### src/spm_regs.svh
// Register offsets, field positions, reset values and timing counts of the serial master
`ifndef SPM_REGS_SVH
`define SPM_REGS_SVH

// Register indices; byte address is four times the index
`define SPM_IDX_CONTROL   4'h8
`define SPM_IDX_STATUS    4'h9
`define SPM_IDX_DATA0     4'ha
`define SPM_IDX_DATA1     4'hb
`define SPM_IDX_DATA2     4'hc
`define SPM_IDX_DATA3     4'hd
`define SPM_IDX_DEBUG     4'he

// Control fields
`define SPM_CTRL_POL_BIT     7
`define SPM_CTRL_PHA_BIT     6
`define SPM_CTRL_LEN_LSB     4
`define SPM_CTRL_MAN_BIT     3
`define SPM_CTRL_SEL_LSB     0

// Status fields
`define SPM_STAT_IRQ_LINE_SEL_LSB  6
`define SPM_STAT_RATE_LSB    4
`define SPM_STAT_IRQEN_BIT   3
`define SPM_STAT_LOWFST_BIT  2
`define SPM_STAT_FLAG_BIT    1
`define SPM_STAT_BUSY_BIT    0

// Debug register field
`define SPM_DEBUG_LOOP_BIT   1

// Reset values
`define SPM_CONTROL_RST      8'h00
`define SPM_STATUS_RST       8'h00
`define SPM_DEBUG_RST        8'h00
`define SPM_DATA_RST         32'h0000_0000

// Timing: reference bus clock and logic clock, in kHz
`define SPM_REF_CLK_KHZ      33000
`define SPM_MCLK_KHZ         125000
`define SPM_SLOWEST_DIV      32

`endif

### src/spm_pkg.sv
// Types shared by the serial master: register layouts, states and pin bundle
package spm_pkg;

	typedef struct packed {
		logic       clk_pol;
		logic       clk_pha;
		logic [1:0] frame_length_sel;
		logic       manual_select_mode;
		logic [2:0] select_code;
	} spm_control_t;

	typedef struct packed {
		logic [1:0] irq_line_sel;
		logic [1:0] shift_rate_sel;
		logic       ext_irq_enable;
		logic       low_bit_first;
		logic       ext_irq_flag;
		logic       busy;
	} spm_status_t;

	typedef struct packed {
		logic       sclk;
		logic       mosi;
		logic       select_out_first_n;
		logic       select_out_second_n;
	} spm_serial_t;

	// Gray along idle -> shift -> done
	typedef enum logic [1:0] {
		SPM_IDLE  = 2'b00,
		SPM_SHIFT = 2'b01,
		SPM_DONE  = 2'b11
	} spm_state_t;

endpackage

### src/spm_master.sv
// Byte-register serial peripheral master with classic Wishbone slave port
//
// Chosen here: the Wishbone slave port and the register offsets.
`timescale 1ns/100ps
`include "spm_regs.svh"

// What this block does
// - Serial clock idles low with polarity bit 0, high with bit 1.
// - Phase bit 0 samples on rising edge, 1 samples on falling edge.
// - Frame length codes 00..11 give 8, 16, 24, 32 bits, any select mode.
// - Auto mode asserts chosen select on start; manual mode follows select field.
// - Select code 000 none, 001 first, 010 second; others assert nothing.
// - Rate codes 00..11 divide the 33 MHz reference by 32, 16, 8, 4.
// - Low-bit-first 0 shifts left MSB first; 1 shifts right LSB first.
// - MSB first: send bit 31 first, receive into bit 0.
// - LSB first: send bit 0 first, receive into bit 31.
// - Writing data byte 3 starts clock, transfer and auto select.
// - Four data bytes hold the frame, byte 0 lowest, byte 3 highest.
// - Busy status reads 1 while shifting and 0 when idle.
// - Interrupt flag mirrors the active-low external interrupt input.
// - With enable set, the external interrupt drives the selected host line.
// - Interrupt select 00..11 routes to host line 3, 4, 5, 10.
// - External interrupt unconnected here: host lines stay low, fields still RW.
// - Exactly two slave select outputs exist.
// - Loopback bit feeds serial output back to input, output still driven.
module spm_master #(
	parameter int ADR_W             = 6,
	parameter bit EXT_IRQ_CONNECTED = 1'b0
) (
	// Clock and reset
	input  wire logic                 mclk,
	input  wire logic                 nrst,
	// Wishbone slave
	input  wire logic [ADR_W-1:0]     wb_adr_i,
	input  wire logic [31:0]          wb_dat_i,
	input  wire logic [3:0]           wb_sel_i,
	input  wire logic                 wb_we_i,
	input  wire logic                 wb_cyc_i,
	input  wire logic                 wb_stb_i,
	output logic      [31:0]          wb_dat_o,
	output logic                      wb_ack_o,
	// Expansion serial bus
	output spm_pkg::spm_serial_t      serial_out,
	input  wire logic                 serial_data_in,
	input  wire logic                 ext_irq_in_n,
	// Host interrupt lines 3, 4, 5, 10
	output logic      [3:0]           host_irq_lines
);
	import spm_pkg::*;

	localparam int HALF_MAX = (`SPM_SLOWEST_DIV * `SPM_MCLK_KHZ) / (2 * `SPM_REF_CLK_KHZ);
	localparam int CNT_W    = $clog2(HALF_MAX + 1);

	spm_control_t            control_reg;
	spm_status_t             status_reg;
	logic                    loopback_reg;
	logic                    ext_flag_reg;
	logic [31:0]             shift_reg;
	spm_state_t              state_reg;
	logic [CNT_W-1:0]        div_reg;
	logic [6:0]              edge_reg;
	logic                    sampled_reg;
	logic                    sclk_reg;
	logic                    mosi_reg;
	logic [1:0]              select_reg;
	logic [3:0]              irq_reg;

	logic                    access;
	logic                    wr_en;
	logic [3:0]              idx;
	logic [7:0]              wr_byte;
	logic                    start;
	logic                    busy;
	logic [CNT_W-1:0]        half_cnt;
	logic [6:0]              last_edge;
	logic                    edge_tick;
	logic                    sample_edge;
	logic                    rx_bit;

	// Half period in mclk cycles, rounded down, at least one
	function automatic logic [CNT_W-1:0] half_period(input logic [1:0] rate);
		int div;
		int cyc;
		div = `SPM_SLOWEST_DIV >> rate;
		cyc = (div * `SPM_MCLK_KHZ) / (2 * `SPM_REF_CLK_KHZ);
		if (cyc < 1) begin
			cyc = 1;
		end
		return CNT_W'(cyc);
	endfunction

	// Only codes 001 and 010 name a device
	function automatic logic [1:0] select_decode(input logic [2:0] code);
		case (code)
			3'h1:    return 2'b01;
			3'h2:    return 2'b10;
			default: return 2'b00;
		endcase
	endfunction

	assign idx       = wb_adr_i[5:2];
	assign wr_byte   = wb_dat_i[7:0];
	// Write lands on the edge where the master samples ack
	assign access    = wb_cyc_i & wb_stb_i & wb_ack_o;
	assign wr_en     = access & wb_we_i & wb_sel_i[0];
	assign busy      = (state_reg != SPM_IDLE);
	assign start     = wr_en & (idx == `SPM_IDX_DATA3) & ~busy;
	assign half_cnt  = half_period(status_reg.shift_rate_sel);
	// Two edges per bit, 8 bits per length step
	assign last_edge = 7'((32'(control_reg.frame_length_sel) + 1) * 16 - 1);
	assign edge_tick = (state_reg == SPM_SHIFT) && (div_reg == '0);
	// Next edge is rising when the clock is currently low
	assign sample_edge = (~sclk_reg) ^ control_reg.clk_pha;
	assign rx_bit    = loopback_reg ? mosi_reg : serial_data_in;

	// Wishbone handshake: ack one cycle after the request, dropped after one cycle
	always_ff @(posedge mclk or negedge nrst) begin
		if (!nrst) begin
			wb_ack_o <= 1'b0;
		end else begin
			wb_ack_o <= wb_cyc_i & wb_stb_i & ~wb_ack_o;
		end
	end

	// Read data, registered with ack; unmapped reads return zero
	always_ff @(posedge mclk or negedge nrst) begin
		if (!nrst) begin
			wb_dat_o <= 32'h0000_0000;
		end else if (wb_cyc_i & wb_stb_i & ~wb_ack_o) begin
			case (idx)
				`SPM_IDX_CONTROL: wb_dat_o <= {24'h00_0000, control_reg};
				`SPM_IDX_STATUS:  wb_dat_o <= {24'h00_0000, status_reg.irq_line_sel,
					status_reg.shift_rate_sel, status_reg.ext_irq_enable,
					status_reg.low_bit_first, ext_flag_reg, busy};
				`SPM_IDX_DATA0:   wb_dat_o <= {24'h00_0000, shift_reg[7:0]};
				`SPM_IDX_DATA1:   wb_dat_o <= {24'h00_0000, shift_reg[15:8]};
				`SPM_IDX_DATA2:   wb_dat_o <= {24'h00_0000, shift_reg[23:16]};
				`SPM_IDX_DATA3:   wb_dat_o <= {24'h00_0000, shift_reg[31:24]};
				`SPM_IDX_DEBUG:   wb_dat_o <= {30'h0000_0000, loopback_reg, 1'b0};
				default:          wb_dat_o <= 32'h0000_0000;
			endcase
		end
	end

	// Control register
	always_ff @(posedge mclk or negedge nrst) begin
		if (!nrst) begin
			control_reg <= spm_control_t'(`SPM_CONTROL_RST);
		end else if (wr_en && idx == `SPM_IDX_CONTROL) begin
			control_reg <= spm_control_t'(wr_byte);
		end
	end

	// Status register: only the writable upper six bits are stored
	always_ff @(posedge mclk or negedge nrst) begin
		if (!nrst) begin
			status_reg <= spm_status_t'(`SPM_STATUS_RST);
		end else if (wr_en && idx == `SPM_IDX_STATUS) begin
			status_reg.irq_line_sel   <= wr_byte[`SPM_STAT_IRQ_LINE_SEL_LSB +: 2];
			status_reg.shift_rate_sel <= wr_byte[`SPM_STAT_RATE_LSB +: 2];
			status_reg.ext_irq_enable <= wr_byte[`SPM_STAT_IRQEN_BIT];
			status_reg.low_bit_first  <= wr_byte[`SPM_STAT_LOWFST_BIT];
		end
	end

	// Debug register
	always_ff @(posedge mclk or negedge nrst) begin
		if (!nrst) begin
			loopback_reg <= `SPM_DEBUG_RST == 8'h00 ? 1'b0 : 1'b1;
		end else if (wr_en && idx == `SPM_IDX_DEBUG) begin
			loopback_reg <= wr_byte[`SPM_DEBUG_LOOP_BIT];
		end
	end

	// External interrupt flag follows the pin, no latching
	always_ff @(posedge mclk or negedge nrst) begin
		if (!nrst) begin
			ext_flag_reg <= 1'b0;
		end else begin
			ext_flag_reg <= ~ext_irq_in_n;
		end
	end

	// Host interrupt routing; held low while the input is not wired
	always_ff @(posedge mclk or negedge nrst) begin
		if (!nrst) begin
			irq_reg <= 4'h0;
		end else if (EXT_IRQ_CONNECTED && status_reg.ext_irq_enable && ext_flag_reg) begin
			irq_reg <= 4'(4'h1 << status_reg.irq_line_sel);
		end else begin
			irq_reg <= 4'h0;
		end
	end
	assign host_irq_lines = irq_reg;

	// Sequencer
	always_ff @(posedge mclk or negedge nrst) begin
		if (!nrst) begin
			state_reg <= SPM_IDLE;
		end else begin
			case (state_reg)
				SPM_IDLE:  if (start) state_reg <= SPM_SHIFT;
				SPM_SHIFT: if (edge_tick && edge_reg == last_edge) state_reg <= SPM_DONE;
				SPM_DONE:  state_reg <= SPM_IDLE;
				default:   state_reg <= SPM_IDLE;
			endcase
		end
	end

	// Rate divider and edge counter
	always_ff @(posedge mclk or negedge nrst) begin
		if (!nrst) begin
			div_reg  <= '0;
			edge_reg <= 7'h00;
		end else if (start) begin
			div_reg  <= half_cnt - CNT_W'(1);
			edge_reg <= 7'h00;
		end else if (state_reg == SPM_SHIFT) begin
			if (div_reg == '0) begin
				div_reg  <= half_cnt - CNT_W'(1);
				edge_reg <= edge_reg + 7'h01;
			end else begin
				div_reg <= div_reg - CNT_W'(1);
			end
		end
	end

	// Serial clock: parked at polarity, toggles on every divider tick
	always_ff @(posedge mclk or negedge nrst) begin
		if (!nrst) begin
			sclk_reg <= 1'b0;
		end else if (state_reg != SPM_SHIFT) begin
			sclk_reg <= control_reg.clk_pol;
		end else if (edge_tick) begin
			sclk_reg <= ~sclk_reg;
		end
	end

	// Data bytes double as the shift register
	always_ff @(posedge mclk or negedge nrst) begin
		if (!nrst) begin
			shift_reg <= `SPM_DATA_RST;
		end else if (edge_tick && sample_edge) begin
			if (status_reg.low_bit_first) begin
				shift_reg <= {rx_bit, shift_reg[31:1]};
			end else begin
				shift_reg <= {shift_reg[30:0], rx_bit};
			end
		end else if (wr_en && !busy) begin
			// Byte writes are refused mid-frame to keep the frame intact
			for (int b = 0; b < 4; b++) begin
				if (idx == 4'(`SPM_IDX_DATA0 + b)) begin
					shift_reg[b*8 +: 8] <= wr_byte;
				end
			end
		end
	end

	// Output bit: loaded at start, then updated only on drive edges after a sample
	always_ff @(posedge mclk or negedge nrst) begin
		if (!nrst) begin
			mosi_reg    <= 1'b0;
			sampled_reg <= 1'b0;
		end else if (start) begin
			mosi_reg    <= status_reg.low_bit_first ? shift_reg[0] : wr_byte[7];
			sampled_reg <= 1'b0;
		end else if (edge_tick) begin
			if (sample_edge) begin
				sampled_reg <= 1'b1;
			end else if (sampled_reg) begin
				mosi_reg <= status_reg.low_bit_first ? shift_reg[0] : shift_reg[31];
			end
		end
	end

	// Slave selects: manual follows the field, auto only while shifting
	always_ff @(posedge mclk or negedge nrst) begin
		if (!nrst) begin
			select_reg <= 2'b00;
		end else if (control_reg.manual_select_mode) begin
			select_reg <= select_decode(control_reg.select_code);
		end else if (state_reg == SPM_SHIFT || start) begin
			select_reg <= select_decode(control_reg.select_code);
		end else begin
			select_reg <= 2'b00;
		end
	end

	always_comb begin
		serial_out.sclk                = sclk_reg;
		serial_out.mosi                = mosi_reg;
		serial_out.select_out_first_n  = ~select_reg[0];
		serial_out.select_out_second_n = ~select_reg[1];
	end

endmodule // spm_master

### config.mk
export PLATFORM = sky130hd
export DESIGN_NAME = spm_master
export DESIGN_NICKNAME = d
export VERILOG_FILES = /design/src/spm_pkg.sv /design/src/spm_master.sv
export VERILOG_INCLUDE_DIRS = /design/src
export SDC_FILE = /design/constraint.sdc
export NUM_CORES = 1
export LEC_CHECK = 0
export CORE_MARGIN = 2
export CORE_UTILIZATION = 40
export CTS_CLUSTER_SIZE = 8
export DETAILED_ROUTE_END_ITERATION = 10
export DONT_BUFFER_PORTS = 1
export GPL_TIMING_DRIVEN = 0
export PLACE_DENSITY = 0.57
export SETUP_SLACK_MARGIN = 0.1
export SLEW_MARGIN = 20
export SYNTH_ARGS = -nofsm -noshare
export SYNTH_HDL_FRONTEND = slang
export SYNTH_SLANG_ARGS = --single-unit
### constraint.sdc
create_clock -name mclk -period 7.85 [get_ports mclk]
set_input_delay 1.57 -clock mclk [delete_from_list [all_inputs] [get_ports mclk]]
set_output_delay 1.57 -clock mclk [all_outputs]
set_load 0.01 [all_outputs]
# Word level (Yosys, flattened, before mapping)
# Index checks and enable logic that the tools add are counted.
# word_totals
latch_bits	0
mem_count	0
wordCells	126
ramBits	0
reg_bits	101
mem_bits_ro	0
# op_classes
eq_ne	15
n_reduce_logical	31
n_lt_le_gt_ge	1
multipliers	1
shift	1
add_sub_neg	5
n_mux	33
bitwise_logic	14
div_mod_pow	1
# ops
operator	count
two-way mux 32 bit	3
one-hot mux 8 bit (7 select lines)	1
divider 32 x 18 -> 32 bit (second input constant)	1
less-than comparator 32 x 2 -> 1 bit (second input constant)	1
multiplier 32 x 15 -> 29 bit (second input constant)	1
two-way mux 8 bit	4
>> shifter 6 x 2 -> 32 bit (first input constant)	1
equality test 4 bit (second input constant)	7
two-way mux 6 bit	4
nonzero test 2 bit	12
two-way mux 7 bit	3
AND reduction 2 bit	7
two-way mux 1 bit	12
subtractor 6 x 1 -> 6 bit (second input constant)	2
two-way mux 2 bit	4
one-hot mux 2 bit (2 select lines)	2
adder 7 x 1 -> 7 bit (second input constant)	1
AND 1 bit	7
equality test 7 bit	1
logical AND 1 bit	7
subtractor 7 x 1 -> 7 bit (second input constant)	1
logical NOT 6 bit	1
!= test 2 bit (second input constant)	3
inverter 1 bit	6
other kinds (10)	10

# Logic depth before layout (Yosys ltp)
# depth
depth_word	9
depth_mapped	29
ltp_nobuf	28

# Worst setup path after synthesis
# No wires, ideal clock.
# synth_timing
path_kind	register to register
start	reg status_reg[4] (netlist bit)
end	reg div_reg[0]
t_arrival_ns	7.140
synth_period_minus_slack_ns	7.216
path_stages_with_launch	27
setup_ns	0.076
n_path_buf	1
setup_slack_ns	0.634
cell_sequence	dfrtp_1 inv_1 ha_1 clkbuf_1 inv_1 ha_1 ha_1 ha_1 ha_1 ha_1 ha_1 fa_1 nor4b_1 o211ai_1 a2111oi_4 o21a_2 nor2_2 a311oi_2 o211ai_2 or3_1 nand3_1 nand3_1 and4_1 o31ai_4 or4b_1 o211a_1 o21ai_1
# synth_between
elab_chain_cells	9
# synth_rtl
element	line_no	rtl
start: declaration	spm_master.sv:55	spm_status_t status_reg;
start signal: assignment	spm_master.sv:157	status_reg <= spm_status_t'(`SPM_STATUS_RST);
>> shifter 6 x 2 -> 32 bit (no line) *	n/a	
multiplier 32 x 15 -> 29 bit (no line) *	n/a	
divider 32 x 18 -> 32 bit *	spm_master.sv:85	cyc = (div * `SPM_MCLK_KHZ) / (2 * `SPM_REF_CLK_KHZ);
less-than comparator 32 x 2 -> 1 bit	spm_master.sv:86	if (cyc < 1) begin
two-way mux 6 bit *	spm_master.sv:86	
subtractor 6 x 1 -> 6 bit *	spm_master.sv:216, spm_master.sv:220	
two-way mux 6 bit	spm_master.sv:219	if (div_reg == '0) begin
two-way mux 6 bit	spm_master.sv:218	end else if (state_reg == SPM_SHIFT) begin
two-way mux 6 bit *	spm_master.sv:215	end else if (start) begin
end signal: assignment	spm_master.sv:216	div_reg <= half_cnt - CNT_W'(1);
end signal: assignment	spm_master.sv:220	div_reg <= half_cnt - CNT_W'(1);
end signal: assignment	spm_master.sv:223	div_reg <= div_reg - CNT_W'(1);
end: declaration	spm_master.sv:60	logic [CNT_W-1:0] div_reg;
# Mark *: on every way between the ends. The rest lies on a longest branch, timed or not. The select of a mux whose other input is x is not followed.
# A chain may end at the register's enable or synchronous reset.

# Final worst setup path
# layout_timing
start	reg status_reg[5] (netlist bit)
end	reg div_reg[0]
# Same word-level chain as after synthesis.

==> metrics.md <==
| Metric | Value |
|---|---|
| Status | `complete, no violations` |
| Crit path max-delay cell type | `fa_2` |
| Layout fillers | `1652` |
| Pwr dens | `142.1 nW/um^2` |
| Slew Viols, Final | `0` |
| Crit end category | `register` |
| NumNets Final | `945` |
| Hold Buf Count CTS | `0` |
| Max_slew headroom | `0.3995` |
| Initial antenna violation count | `0` |
| Post-synth cell types | `89` |
| Clock skew | `6.187 ps` |
| Antenna Nets Post-Route | `0` |
| Number of diodes | `0` |
| Critical Path Most Common Cell | `ha_1` |
| Critical-path maximum fanout | `10` |
| Dpl cells | `1054` |
| Fraction of layout cells with a size suffix above 1 | `0.1545` |
| Commonest non-fill, non-tap cell in the layout | `nand2_1` |
| Clk sink count | `77` |
| DRC errors left | `0` |
| Post-Syn Area | `6884 um^2` |
| Fin crit period | `7447 ps` |
| Total track usage | `0.2176` |
| Top-level port count | `90` |
| Non-Filler Instances | `1081` |
| Worst vdd ir | `0.1167 mV` |
| Global route overflow | `0` |
| Die H | `135.2 um` |
| Routed vias | `6184` |
| DR vias/cell | `5.721` |
| Maxcap violations | `0` |
| Clock Latency Late Sink | `340 ps` |
| WL final | `19.83 mm` |
| Num rows | `47` |
| Port bufs | `0` |
| RSZ-0062 raised after global routing | `false` |
| Sequential fraction of the synthesis area | `0.2799` |
| Critical Path RT | `8120 ps` |
| Cells after Synth | `805` |
| HP Class | `reg -> reg` |
| Synthesis-to-finish area growth | `13.27%` |
| FMAX | `134.3 MHz` |
| Cell Area, Placed | `7268 um^2` |
| Final GP Congestion | `0.9692` |
| Detailed Place HPWL | `14.74 mm` |
| First-pass GRT wire length | `31.21 mm` |
| Measured slew at the worst slew-check pin | `892.6 ps` |
| Critical path class | `reg -> reg` |
| Largest net degree at the start of global routing | `78` |
| Clock-pin slew on the worst setup and hold paths | `60 ps` |
| Initial DRC Count | `452` |
| Synthesized area per cell | `8.552 um^2` |
| Critical path's top delay family | `adder cells` |
| Sequential fraction of design power | `0.396` |
| Core Area | `16700 um^2` |
| Die X-Extent | `135.2 um` |
| Pleak | `3.151 nW` |
| Wire per inst | `18.35 um` |
| Most used DFF post-synth | `dfrtp_1` |
| Final period util | `0.9487` |
| Cell area after layout | `7797 um^2` |
| Combinational fraction of design power | `0.226` |
| Initial Utilization | `0.4122` |
| Max reg flops | `32` |
| CP bufs+invs | `4` |
| Startpoint types | `register` |
| Most frequent cells in the layout | `nand2_1 (80), dfrtp_1 (75), a21oi_1 (56), buf_4 (44), o21ai_0 (43)` |
| Fraction of registers with async set/reset | `1.000` |
| Die area | `18280 um^2` |
| DRT Pass-1 Iters | `5` |
| Num CTS Buffers | `9` |
| H-tree levels | `3` |
| Vias in the first global route | `5770` |
| Psw | `0.3295 mW` |
| Crit path DAT | `7720 ps` |
| TNS Setup | `0 ps` |
| Clock power frac | `0.377` |
| Final Hold Viols | `0` |
| Internal power | `0.7786 mW` |
| Synthesis-stage register bit count | `77` |
| Final-report setup violation count | `0` |
| CTS tree | `done` |
| Yosys warns | `0` |
| CTS max path bufs | `2` |
| CTS root buf | `clkbuf_16` |
| Post-synth EDFFs | `0` |
| Sw Ratio | `0.2973` |
| Critical Path Max Stage Delay | `500 ps` |
what timing repair did:
| action | 4_1_cts | 5_1_grt |
|---|---|---|
| pin swaps | 2 | 8 |
| buffers inserted | 2 | 9 |
| resized for setup | 12 | 26 |
| endpoints found under the setup margin | 2 | 2 |
| gates cloned | 0 | 0 |
power groups by stage:
stage | Sequential, mW | Combinational [mW] | Clock [mW]
floorplan | 0.438 | 0.184 | 0
global placement | 0.446 | 0.226 | 0
detailed placement | 0.446 | 0.225 | 0
CTS | 0.439 | 0.231 | 0.423
global route | 0.442 | 0.280 | 0.439
finish | 0.439 | 0.251 | 0.418
synthesized netlist by cell type, types with 3 or more instances:
library cell	n	area, um^2
a2111oi_0	3	26.28
a211oi_1	32	240.2
a21boi_0	5	37.54
a21o_1	3	22.52
a21oi_1	57	285.3
a22oi_1	6	45.04
a31oi_1	14	87.58
a32oi_1	3	26.28
and2_1	7	43.79
and3_1	11	68.82
buf_4	32	240.2
clkbuf_1	31	116.4
dfrtp_1	77	1927
fa_1	3	60.06
ha_1	37	462.9
inv_1	30	112.6
mux2_2	22	247.7
mux2i_1	35	350.3
nand2_1	80	300.3
nand2b_1	11	68.82
nand3_1	24	120.1
nand4_1	11	68.82
nor2_1	40	150.1
nor2b_1	41	256.5
nor3_1	16	80.08
nor3b_1	3	22.52
o2111ai_1	4	35.03
o211ai_1	6	45.04
o21a_1	3	22.52
o21ai_0	44	220.2
o21ai_1	4	20.02
o22ai_1	5	31.28
o311a_1	4	40.04
o311ai_0	3	26.28
o31ai_1	4	30.03
or2_2	5	31.28
or3_1	4	25.02
xnor2_1	10	87.58
xor2_1	10	87.58
path summary, 6_finish.rpt:
check / slack (ps) / cells past startpoint / startpoint / end
setup / recovery: 400 / 27 / status_reg[5] / div_reg[0]
hold / removal: 510 / 1 / status_reg[3] / status_reg[3]
setup reg to reg: 400 / 27 / status_reg[5] / div_reg[0]
hold reg to reg: 510 / 1 / status_reg[3] / status_reg[3]
max in group asynchronous: 6800 / 0 / nrst / status_reg[5]
min in group asynchronous: 920 / 0 / nrst / edge_reg[2]
cells by family after synthesis:
group / Yosys count / synth area share
other: 1 / 0.0005447
and+or+nand+nor: 270 / 0.2036
buffers and inverters: 98 / 0.07125
muxes: 59 / 0.09342
xor gates and xnor gates: 24 / 0.03599
AOI/OAI and AO/OA: 236 / 0.2394
adders and majority gates: 40 / 0.07597
DFF: 77 / 0.2799
stage by stage:
| step | utilization | worst slack, ps | hold slack, ps | total power, mW |
|---|---|---|---|---|
| after detailed placement | 0.4352 | -623.6 | 490.4 | 0.6709 |
| after global placement | 0.4352 | -613.3 | 485.9 | 0.6715 |
| final | 0.4669 | 402.6 | 505.6 | 1.108 |
| after floorplan | - | 633.5 | 438.1 | 0.6223 |
| after CTS | 0.4572 | 148.5 | 504.8 | 1.093 |
| after global routing | 0.4669 | 60.06 | 516.8 | 1.160 |
layer usage:
| layer | wire, um | vias to the layer above | share of wire | GRT usage |
|---|---|---|---|---|
| met3 | 951 | 35 | 0.048 | 0.02918 |
| li1 | - | 2990 | - | - |
| met2 | 9363 | 193 | 0.47 | 0.3624 |
| met4 | 525 | 0 | 0.026 | 0.08102 |
| met1 | 8993 | 2966 | 0.45 | 0.2893 |
| met5 | 0 | - | 0 | 0 |
area by class of cell:
cell class                      instances  area [um^2]  share of cell area
Buffer                                 67        379.1             0.04862
Clock buffer                           12        246.5             0.03161
Clock inverter                          4        47.55            0.006098
Inverter                               31        116.4             0.01492
Multi-Input combinational cell        659         4721              0.6054
Sequential cell                        77         1929              0.2474
Tap cell                              220        275.3             0.03530
Timing Repair Buffer                   11        82.58             0.01059
Power figures use the tool's default switching activity.
